## src/sual_cfg.svh

```systemverilog
// Constants for the servo utility alarm log and jog sequencer
// Notes on behaviour
// - Keep ten newest alarms with code, stamp
// - Stamp counts power-on time in 100 ms
// - Stamp runs thirteen years without wrapping
// - Same code repeats stored only after hour
// - Empty slot reads as dedicated empty pattern
// - Log survives alarm reset; erase function or APB erase clears it
// - Menu lists functions, data enters, menu returns while power is off
// - Jog speed 0..10000, default 50, immediate
// - Data toggles cursor between field and value
// - Servo key in blocked state enables power
// - Motion only while up or down held
// - Servo key while running removes power
// - Direction zero: forward counts scale up
// - Overtravel stop disabled during jog
// - Origin search seeks index, then clamps
// - Limit inputs ignored during origin search
// - Origin search speed fixed 15 mm/s
// - At index stop and show completion
// - Direction one reverses key to count mapping
`ifndef SUAL_CFG_SVH
`define SUAL_CFG_SVH
`define SUAL_LOG_DEPTH       10
`define SUAL_CLK_HZ          50000000
`define SUAL_TICK_MS         100
`define SUAL_TICK_CYCLES     ((`SUAL_CLK_HZ / 1000) * `SUAL_TICK_MS)
`define SUAL_HOUR_TICKS      32'h0000_8CA0
`define SUAL_JOG_MAX         14'h2710
`define SUAL_JOG_DEFAULT     14'h0032
`define SUAL_SEEK_SPEED      14'h000F
`define SUAL_EMPTY_CODE      12'hFFF
`define SUAL_FN_VIEW         2'h0
`define SUAL_FN_JOG          2'h1
`define SUAL_FN_SEEK         2'h2
`define SUAL_FN_ERASE        2'h3
`endif

```

## src/sual_pkg.sv

```systemverilog
// Types shared by the servo utility sequencer
package sual_pkg;
    typedef struct packed {
        logic [11:0] code;
        logic [31:0] stamp;
    } sual_entry_type;

    typedef struct packed {
        logic menu;
        logic up;
        logic down;
        logic data;
        logic servo;
    } sual_keys_type;

    typedef struct packed {
        logic        power_on;
        logic        fwd;
        logic        rev;
        logic [13:0] speed;
        logic        limits_on;
    } sual_drive_type;
endpackage

```

## src/sual_log.sv

```systemverilog
// Ten-entry alarm history, newest first
`timescale 1ns/1ps
`include "sual_cfg.svh"
module sual_log
    import sual_pkg::*;
(
    // Clock and reset
    input  wire logic        pclk,
    input  wire logic        presetn,
    // Store and erase
    input  wire logic        store,
    input  wire logic        erase,
    input  sual_entry_type   new_entry,
    // View
    input  wire logic [3:0]  index,
    output sual_entry_type   view,
    output sual_entry_type   newest
);
    sual_entry_type mem_q [`SUAL_LOG_DEPTH];
    localparam sual_entry_type EMPTY = '{code: `SUAL_EMPTY_CODE, stamp: '0};

    genvar i;
    generate
        for (i = 0; i < `SUAL_LOG_DEPTH; i++) begin : g_slot
            always_ff @(posedge pclk or negedge presetn) begin
                if (!presetn) begin
                    mem_q[i] <= EMPTY;
                end else if (erase) begin
                    mem_q[i] <= EMPTY;
                end else if (store) begin
                    if (i == 0) begin
                        mem_q[i] <= new_entry;
                    end else begin
                        mem_q[i] <= mem_q[(i > 0) ? i - 1 : 0];
                    end
                end
            end
        end
    endgenerate

    always_comb begin
        if (index < 4'(`SUAL_LOG_DEPTH)) begin
            view = mem_q[index];
        end else begin
            view = EMPTY;
        end
    end
    assign newest = mem_q[0];

    chk_log_shift: assert property (@(posedge pclk) disable iff (!presetn)
        store && !erase |=> mem_q[1] == $past(mem_q[0]))
        else $error("log did not shift");
endmodule

```

## src/sual_stamp.sv

```systemverilog
// Power-on time stamp counter
`timescale 1ns/1ps
`include "sual_cfg.svh"
module sual_stamp
    import sual_pkg::*;
(
    // Clock and reset
    input  wire logic        pclk,
    input  wire logic        presetn,
    // Power state
    input  wire logic        powered,
    // Count
    output logic [31:0]      stamp
);
    localparam int TICKS = `SUAL_TICK_CYCLES;
    logic [22:0] div_q;
    logic [31:0] stamp_q;

    // 32 bits of 100 ms ticks last about 13.6 years before wrapping
    always_ff @(posedge pclk or negedge presetn) begin
        if (!presetn) begin
            div_q   <= '0;
            stamp_q <= '0;
        end else if (powered) begin
            if (div_q == 23'(TICKS - 1)) begin
                div_q   <= '0;
                stamp_q <= stamp_q + 32'h1;
            end else begin
                div_q <= div_q + 23'h1;
            end
        end
    end
    assign stamp = stamp_q;

    chk_stamp_step: assert property (@(posedge pclk) disable iff (!presetn)
        stamp_q != $past(stamp_q) |-> stamp_q == $past(stamp_q) + 32'h1)
        else $error("stamp moved by other than one");
endmodule

```

## src/sual_top.sv

```systemverilog
// Utility sequencer: alarm history, jog and origin search
`timescale 1ns/1ps
`include "sual_cfg.svh"
module sual_top
    import sual_pkg::*;
(
    // Clock and reset
    input  wire logic        pclk,
    input  wire logic        presetn,
    // APB slave
    input  wire logic        psel,
    input  wire logic        penable,
    input  wire logic        pwrite,
    input  wire logic [11:0] paddr,
    input  wire logic [31:0] pwdata,
    output logic [31:0]      prdata,
    output logic             pready,
    output logic             pslverr,
    // Keypad pins
    input  wire logic        key_menu,
    input  wire logic        key_up,
    input  wire logic        key_down,
    input  wire logic        key_data,
    input  wire logic        key_servo,
    // Drive status pins
    input  wire logic        main_power,
    input  wire logic        control_power,
    input  wire logic        index_pulse,
    input  wire logic        forward_limit_input,
    input  wire logic        reverse_limit_input,
    // Alarm event from drive logic
    input  wire logic        alarm_valid,
    input  wire logic [11:0] alarm_code,
    // Drive command
    output logic             motor_power,
    output logic             drive_fwd,
    output logic             drive_rev,
    output logic [13:0]      drive_speed,
    output logic             limits_enabled,
    output logic             seek_complete,
    output logic             run_status
);
    // --------------------------------------------------------------
    // Register map
    // --------------------------------------------------------------
    localparam logic [11:0] A_STATUS = 12'h000;
    localparam logic [11:0] A_SPEED  = 12'h004;
    localparam logic [11:0] A_DIR    = 12'h008;
    localparam logic [11:0] A_INDEX  = 12'h00C;
    localparam logic [11:0] A_CODE   = 12'h010;
    localparam logic [11:0] A_STAMP  = 12'h014;
    localparam logic [11:0] A_NOW    = 12'h018;

    typedef enum logic [4:0] {
        ST_MENU = 5'b00001,
        ST_VIEW = 5'b00010,
        ST_JOG  = 5'b00100,
        ST_SEEK = 5'b01000,
        ST_DONE = 5'b10000
    } sual_state_type;

    // --------------------------------------------------------------
    // Pin synchronisers
    // --------------------------------------------------------------
    logic [9:0] sync1_q;
    logic [9:0] sync2_q;
    always_ff @(posedge pclk or negedge presetn) begin
        if (!presetn) begin
            sync1_q <= '0;
            sync2_q <= '0;
        end else begin
            sync1_q <= {key_menu, key_up, key_down, key_data, key_servo,
                        main_power, control_power, index_pulse,
                        forward_limit_input, reverse_limit_input};
            sync2_q <= sync1_q;
        end
    end
    sual_keys_type keys;
    logic          main_on;
    logic          ctrl_on;
    logic          index_s;
    assign keys    = sync2_q[9:5];
    assign main_on = sync2_q[4];
    assign ctrl_on = sync2_q[3];
    assign index_s = sync2_q[2];

    sual_keys_type keys_prev_q;
    always_ff @(posedge pclk or negedge presetn) begin
        if (!presetn) begin
            keys_prev_q <= '0;
        end else begin
            keys_prev_q <= keys;
        end
    end
    sual_keys_type press;
    assign press = keys & ~keys_prev_q;

    // --------------------------------------------------------------
    // Alarm log and stamp
    // --------------------------------------------------------------
    logic [31:0]    now;
    sual_entry_type view_entry;
    sual_entry_type newest;
    logic [3:0]     view_idx_q;
    logic           store;
    logic           erase;

    sual_stamp u_stamp (
        .pclk    (pclk),
        .presetn (presetn),
        .powered (main_on && ctrl_on),
        .stamp   (now)
    );

    // Repeat of newest code within an hour is dropped
    assign store = alarm_valid &&
        (newest.code != alarm_code ||
         now - newest.stamp > `SUAL_HOUR_TICKS);

    sual_log u_log (
        .pclk      (pclk),
        .presetn   (presetn),
        .store     (store),
        .erase     (erase),
        .new_entry ('{code: alarm_code, stamp: now}),
        .index     (view_idx_q),
        .view      (view_entry),
        .newest    (newest)
    );

    // --------------------------------------------------------------
    // Menu and function sequencer
    // --------------------------------------------------------------
    sual_state_type state_q;
    logic [1:0]     fn_sel_q;
    logic           editing_q;
    logic           power_q;
    logic [13:0]    speed_q;
    logic [13:0]    edit_q;
    logic           dir_q;
    logic           erase_req_q;
    logic           apb_speed_wr;
    logic           apb_erase_wr;

    assign erase = erase_req_q;

    always_ff @(posedge pclk or negedge presetn) begin
        if (!presetn) begin
            state_q <= ST_MENU;
        end else begin
            unique case (state_q)
                ST_MENU: begin
                    if (press.data) begin
                        unique case (fn_sel_q)
                            `SUAL_FN_VIEW: state_q <= ST_VIEW;
                            `SUAL_FN_JOG:  state_q <= ST_JOG;
                            `SUAL_FN_SEEK: state_q <= ST_SEEK;
                            `SUAL_FN_ERASE: state_q <= ST_MENU;
                        endcase
                    end
                end
                ST_VIEW, ST_JOG, ST_SEEK, ST_DONE: begin
                    if (press.menu && !power_q) begin
                        state_q <= ST_MENU;
                    end else if (state_q == ST_SEEK && power_q && index_s) begin
                        state_q <= ST_DONE;
                    end else if (state_q == ST_DONE && press.servo) begin
                        state_q <= ST_SEEK;
                    end
                end
            endcase
        end
    end

    always_ff @(posedge pclk or negedge presetn) begin
        if (!presetn) begin
            fn_sel_q <= `SUAL_FN_VIEW;
        end else if (state_q == ST_MENU) begin
            if (press.up) begin
                fn_sel_q <= fn_sel_q + 2'h1;
            end else if (press.down) begin
                fn_sel_q <= fn_sel_q - 2'h1;
            end
        end
    end

    // Erase from keypad: data on erase entry, or APB
    always_ff @(posedge pclk or negedge presetn) begin
        if (!presetn) begin
            erase_req_q <= 1'b0;
        end else begin
            erase_req_q <= apb_erase_wr ||
                (state_q == ST_MENU && press.data &&
                 fn_sel_q == `SUAL_FN_ERASE);
        end
    end

    always_ff @(posedge pclk or negedge presetn) begin
        if (!presetn) begin
            view_idx_q <= '0;
        end else if (state_q != ST_VIEW) begin
            view_idx_q <= '0;
        end else if (press.down && view_idx_q < 4'(`SUAL_LOG_DEPTH - 1)) begin
            view_idx_q <= view_idx_q + 4'h1;
        end else if (press.up && view_idx_q != 4'h0) begin
            view_idx_q <= view_idx_q - 4'h1;
        end
    end

    // Cursor toggle; up/down edit the value while in the value field
    always_ff @(posedge pclk or negedge presetn) begin
        if (!presetn) begin
            editing_q <= 1'b0;
            edit_q    <= `SUAL_JOG_DEFAULT;
        end else if (state_q != ST_JOG || power_q) begin
            editing_q <= 1'b0;
            edit_q    <= speed_q;
        end else if (press.data) begin
            editing_q <= !editing_q;
        end else if (!editing_q) begin
            edit_q <= speed_q;
        end else if (editing_q && press.up && edit_q < `SUAL_JOG_MAX) begin
            edit_q <= edit_q + 14'h1;
        end else if (editing_q && press.down && edit_q != 14'h0) begin
            edit_q <= edit_q - 14'h1;
        end
    end

    always_ff @(posedge pclk or negedge presetn) begin
        if (!presetn) begin
            speed_q <= `SUAL_JOG_DEFAULT;
        end else if (state_q == ST_JOG && editing_q && press.data) begin
            speed_q <= edit_q;
        end else if (apb_speed_wr && pwdata[13:0] <= `SUAL_JOG_MAX) begin
            speed_q <= pwdata[13:0];
        end
    end

    // Servo key toggles power only inside jog or search screens
    always_ff @(posedge pclk or negedge presetn) begin
        if (!presetn) begin
            power_q <= 1'b0;
        end else if (state_q == ST_MENU || state_q == ST_VIEW) begin
            power_q <= 1'b0;
        end else if (press.servo && !editing_q) begin
            power_q <= !power_q;
        end
    end

    // --------------------------------------------------------------
    // Drive outputs
    // --------------------------------------------------------------
    logic moving;
    logic fwd_key;
    logic rev_key;
    assign moving = power_q && !editing_q &&
                    (state_q == ST_JOG || state_q == ST_SEEK);
    assign fwd_key = moving && keys.up && !keys.down;
    assign rev_key = moving && keys.down && !keys.up;

    always_ff @(posedge pclk or negedge presetn) begin
        if (!presetn) begin
            motor_power    <= 1'b0;
            drive_fwd      <= 1'b0;
            drive_rev      <= 1'b0;
            drive_speed    <= '0;
            limits_enabled <= 1'b1;
            seek_complete  <= 1'b0;
            run_status     <= 1'b0;
        end else begin
            motor_power <= power_q;
            // Drive command is scale direction: up count means fwd
            drive_fwd   <= dir_q ? rev_key : fwd_key;
            drive_rev   <= dir_q ? fwd_key : rev_key;
            drive_speed <= (state_q == ST_JOG) ? speed_q
                                               : `SUAL_SEEK_SPEED;
            limits_enabled <= !(state_q == ST_JOG ||
                                state_q == ST_SEEK ||
                                state_q == ST_DONE);
            seek_complete <= state_q == ST_DONE;
            run_status    <= power_q;
        end
    end

    // --------------------------------------------------------------
    // APB slave, zero wait
    // --------------------------------------------------------------
    logic wr_en;
    assign wr_en        = psel && penable && pwrite;
    assign apb_speed_wr = wr_en && paddr == A_SPEED;
    assign apb_erase_wr = wr_en && paddr == A_STATUS && pwdata[0];

    always_ff @(posedge pclk or negedge presetn) begin
        if (!presetn) begin
            dir_q <= 1'b0;
        end else if (wr_en && paddr == A_DIR) begin
            dir_q <= pwdata[0];
        end
    end

    logic [31:0] rd_d;
    logic        err_d;
    always_comb begin
        err_d = 1'b0;
        unique case (paddr)
            A_STATUS: rd_d = {24'h0, state_q, seek_complete,
                              power_q, editing_q};
            A_SPEED:  rd_d = {18'h0, speed_q};
            A_DIR:    rd_d = {31'h0, dir_q};
            A_INDEX:  rd_d = {28'h0, view_idx_q};
            A_CODE:   rd_d = {20'h0, view_entry.code};
            A_STAMP:  rd_d = view_entry.stamp;
            A_NOW:    rd_d = now;
            default: begin
                rd_d  = 32'h0;
                err_d = 1'b1;
            end
        endcase
    end

    always_ff @(posedge pclk or negedge presetn) begin
        if (!presetn) begin
            prdata  <= '0;
            pready  <= 1'b0;
            pslverr <= 1'b0;
        end else begin
            pready  <= psel && !penable;
            pslverr <= psel && !penable && err_d;
            if (psel && !penable) begin
                prdata <= rd_d;
            end
        end
    end

    // --------------------------------------------------------------
    // Checks
    // --------------------------------------------------------------
    chk_jog_speed_used: assert property (@(posedge pclk)
        disable iff (!presetn)
        state_q == ST_JOG |=> drive_speed == $past(speed_q))
        else $error("jog speed not applied");
    chk_seek_speed: assert property (@(posedge pclk) disable iff (!presetn)
        state_q == ST_SEEK |=> drive_speed == `SUAL_SEEK_SPEED)
        else $error("search speed wrong");
    chk_limits_off: assert property (@(posedge pclk) disable iff (!presetn)
        state_q inside {ST_JOG, ST_SEEK} |=> !limits_enabled)
        else $error("limits active in jog or search");
    chk_done_stops: assert property (@(posedge pclk) disable iff (!presetn)
        state_q == ST_DONE |=> !drive_fwd && !drive_rev)
        else $error("motion after completion");
    chk_dir_normal: assert property (@(posedge pclk) disable iff (!presetn)
        fwd_key && !dir_q |=> drive_fwd && !drive_rev)
        else $error("direction zero mapping");
    chk_dir_swap: assert property (@(posedge pclk) disable iff (!presetn)
        fwd_key && dir_q |=> drive_rev && !drive_fwd)
        else $error("direction one mapping");
    chk_no_key_stop: assert property (@(posedge pclk) disable iff (!presetn)
        !keys.up && !keys.down |=> !drive_fwd && !drive_rev)
        else $error("moving without key");
    chk_speed_range: assert property (@(posedge pclk) disable iff (!presetn)
        speed_q <= `SUAL_JOG_MAX)
        else $error("jog speed out of range");
    chk_servo_toggle: assert property (@(posedge pclk) disable iff (!presetn)
        state_q == ST_JOG && press.servo && !editing_q && !press.menu
        |=> ##1 motor_power != $past(motor_power, 2))
        else $error("servo key did not toggle power");
    cov_jog_run: cover property (@(posedge pclk) disable iff (!presetn)
        state_q == ST_JOG && drive_fwd);
    cov_seek_done: cover property (@(posedge pclk) disable iff (!presetn)
        state_q == ST_SEEK ##1 state_q == ST_DONE);
    cov_log_store: cover property (@(posedge pclk) disable iff (!presetn)
        store);
endmodule

```

## config.mk

```make
export PLATFORM = sky130hd
export DESIGN_NAME = sual_top
export DESIGN_NICKNAME = d
export VERILOG_FILES = /design/src/sual_pkg.sv /design/src/sual_log.sv /design/src/sual_stamp.sv /design/src/sual_top.sv
export VERILOG_INCLUDE_DIRS = /design/src
export SDC_FILE = /design/constraint.sdc
export NUM_CORES = 1
export LEC_CHECK = 0
export ABC_AREA = 1
export BUFFER_PORTS_ARGS = -buffer_cell sky130_fd_sc_hd__buf_2
export CELL_PAD_IN_SITES_DETAIL_PLACEMENT = 0
export CELL_PAD_IN_SITES_GLOBAL_PLACEMENT = 2
export CORE_UTILIZATION = 33
export DETAILED_ROUTE_END_ITERATION = 7
export GPL_TIMING_DRIVEN = 0
export PLACE_DENSITY_LB_ADDON = 0.1
export SLEW_MARGIN = 30
export SYNTH_ARGS = -nofsm -noshare
export SYNTH_HDL_FRONTEND = slang
export SYNTH_SLANG_ARGS = --single-unit
```

## constraint.sdc

```tcl
create_clock -name pclk -period 2.8 [get_ports pclk]
set_clock_uncertainty 0.05 [all_clocks]
set_input_delay 0.14 -clock pclk [delete_from_list [all_inputs] [get_ports pclk]]
set_output_delay 0.14 -clock pclk [all_outputs]
set_load 0.005 [all_outputs]
```

==> reports/summary.txt <==
Outcome -> finished with violations
Failing checks -> negative setup slack
Highest routed metal layer -> met4
Xor/xnor share of the synthesized area -> 0.0172
TritonRoute pass-1 iters -> 6
ANT nets after route -> 0
Clock root cell -> clkbuf_16
RSZ-0062 raised after global routing -> yes
Initial Utilization -> 0.333
Crit path from -> u_log.newest[39]
# DRC -> 0
Place WS -> -1.61 ns
Tot GR Track Use -> 0.288
Hold Crit Class -> input pin to flip-flop
Via density -> 5.19
Crit path max fanout -> 6
R2r startpoint -> u_log.newest[39]
IO Port Bufs -> 105
Post-layout minimum cycle time -> 3.35 ns
Synth Area in Compound Gates -> 0.104
Ys Warns -> 0
Final WS setup -> -0.554 ns
WL met1 -> 72.4 mm
Cell taking the most area after synthesis -> dfrtp_1
Routed wire per std cell -> 23.5 µm
Post-Synth Adder-Cell Area -> 0.0199
Post-Syn Area -> 35,100 µm²
H-tree levels -> 3
Largest family of logic cells by synthesized area -> simple AND/OR/NAND/NOR gates
R2r endpoint -> u_log.newest[39]
Final setup viols -> 479
Crit path DAT -> 3.90 ns
Max clock buf depth -> 3
Slew @ Worst Pin -> 1.04 ns
DR WL met3 -> 6.81 mm
Kind of critical path -> flip-flop to flip-flop
Inserted Clock Buffers -> 79
Hold Startpoint -> main_power
Fin crit share -> 1.20
Gp weighted congestion -> 0.898
Vias -> 34,500
Synth Register Bits -> 612
Routed met2 length -> 72.5 mm
Pins Over Slew Limit -> 0
Cell Area, Placed -> 37,700 µm²
DRT iter0 DRCs -> 2,945
Post-Synthesis Cells -> 4,912
CP Launch Type -> flip-flop
First-pass GRT wire length -> 229 mm
Initial antenna violation count -> 0
Vias in the first global route -> 33,700
Die W -> 328 µm
F_max -> 298 MHz
Pwr Density -> 744 nW/µm²
Setup tns final -> -204.98 ns
Die height -> 328 µm
TritonCTS clock tree -> yes
Worst endpoint required time -> 3.35 ns
Post-layout util -> 0.409
Asr flop ratio synth -> 1.00
FP Rows -> 119
Fin nets -> 5,316
Sink Count -> 612
Half-perimeter wire length after placement -> 118 mm
Share of cells above drive strength 1 -> 0.158
IO Count -> 126
Max cap viols -> 0
Lkg Pwr -> 22.0 nW
Peak supply drop -> 0.635 mV
Final Cell Area -> 43,100 µm²
Hold EP -> sync1_q[4]
Remaining global-route overflow -> 0
Register-to-register setup slack -> -0.55 ns
Max transition margin -> 0.307
Final Hold Slack -> 0.0690 ns
Simple-gate share of the synthesized area -> 0.321
Yosys cell types -> 49
Pin count of the biggest net entering global routing -> 74
Area contributors post-synth -> dfrtp_1, nand2_1, dfstp_2, nand3_1, o21ai_0
Post-synthesis sequential area ratio -> 0.441
Most frequent cell after synthesis -> nand2_1
Worst-path clk slew -> 0.06 ns
Fillers -> 11,300
Core area -> 105,000 µm²
Post-Route WL -> 156 mm
Synth-to-layout area growth -> 22.8%
Synthesized Nets -> 5,038
Area of the die -> 108,000 µm²
CP endpoint kind -> flip-flop
Yosys top cell area share -> 0.345
EDFF count, synth -> 0
Synth top cells by count -> nand2_1, inv_1, dfrtp_1
Mux contribution to synthesized area -> 0.00128
Syn avg cell area -> 7.14 µm²
Main synth FF type -> dfrtp_1
Hold path depth -> 2
Worst reg-to-reg path cell count -> 18
Hold Vio Cnt, Final -> 0
Clock Latency Late Sink -> 0.66 ns
[critical path: stages (launching register included)]
cell       delay [ns]
dfstp_2          0.54
inv_2            0.04
nand2_1          0.04
nand4_1          0.14
nor3_1           0.20
nand3b_1         0.50
nor2_2           0.31
nand2_2          0.10
nor2_2           0.11
nand2_1          0.06
nor2_2           0.14
nand3_4          0.14
nand2_8          0.12
buf_12           0.15
buf_16           0.14
buf_16           0.15
clkbuf_16        0.16
nand3_2          0.06
nand2_1          0.09
[through the flow]
stage               cells  total power [W]
global route         6647           0.0335
CTS                  6620           0.0321
global placement     6408           0.0203
finish               6648           0.0320
floorplan            4912           0.0158
detailed placement   6419           0.0203
[cells by family (layout without fill, tap and decap cells)]
family          count (synthesis)  in the layout
mux                             4              4
fa+ha+maj                      54             54
flops                         612            612
buf+inv                       825           1169
compound gates                679            679
other cells                     0              1
xor+xnor                       69             69
simple gates                 2669           2669
[what timing repair did]
item                       4_1_cts  5_1_grt
resized for setup              303      158
hold endpoints to repair       236        0
pin swaps                       30       64
buffers inserted                12       16
gates cloned                     2       12
setup endpoints to repair      512      510
hold buffers                    41        0
[cells in the final DEF, fill, tap and decap left out, drive strengths merged, types with 50 or more instances in the layout]
master | Yosys | routed
clkbuf | 203 | 328
dfrtp | 484 | 484
nand3 | 439 | 439
nor2 | 335 | 335
ha | 51 | 51
nand4 | 132 | 132
xor2 | 50 | 50
a21oi | 167 | 167
o21ai | 425 | 425
nand2 | 1618 | 1618
inv | 520 | 522
buf | 98 | 242
dfstp | 128 | 128
or2 | 76 | 76
[flip-flops by register name, summed over array words and instances (netlist names), 14 cells and up]
| register | flops |
|---|---|
| drive_speed | 14 |
| edit_q | 14 |
| prdata | 32 |
| speed_q | 14 |
| u_log.mem_q | 396 |
| u_log.newest | 44 |
| u_stamp.div_q | 23 |
| u_stamp.stamp | 32 |
[report_power, final]
part	internal (W)	switching (W)	total, W
clock network	0.00679	0.00442	0.0112
logic	0.00277	0.00681	0.00958
registers	0.0103	0.000947	0.0112
total	0.0199	0.0122	0.0320
[how the worst max path moves through the flow]
stage,to,slack (ns),depth (start not counted)
floorplan,u_log.mem_q[181],0.04,24
global placement,u_stamp.div_q[15],-12.79,1
detailed placement,prdata[18],-1.61,10
CTS,u_log.mem_q[215],-0.66,18
global route,u_log.newest[39],-0.71,21
finish,u_log.newest[39],-0.55,18
[area by class of cell]
cell class / instances / area (µm²) / area share
Buffer: 299 / 2100 / 0.0487
Clock inverter: 34 / 430 / 0.0100
Inverter: 524 / 1970 / 0.0458
Sequential cell: 612 / 15500 / 0.360
Tap cell: 1391 / 1740 / 0.0404
Multi-Input combinational cell: 3475 / 17100 / 0.396
Antenna cell: 1 / 2.50 / 0.0000581
Clock buffer: 113 / 2390 / 0.0555
Timing Repair Buffer: 199 / 1860 / 0.0432
[metal layers]
metal	vias to the layer above	track usage
met4	0	0.0838
met3	197	0.0332
li1	16400	-
met5	-	0
met2	863	0.468
met1	17100	0.402
Power figures use the tool's default switching activity.
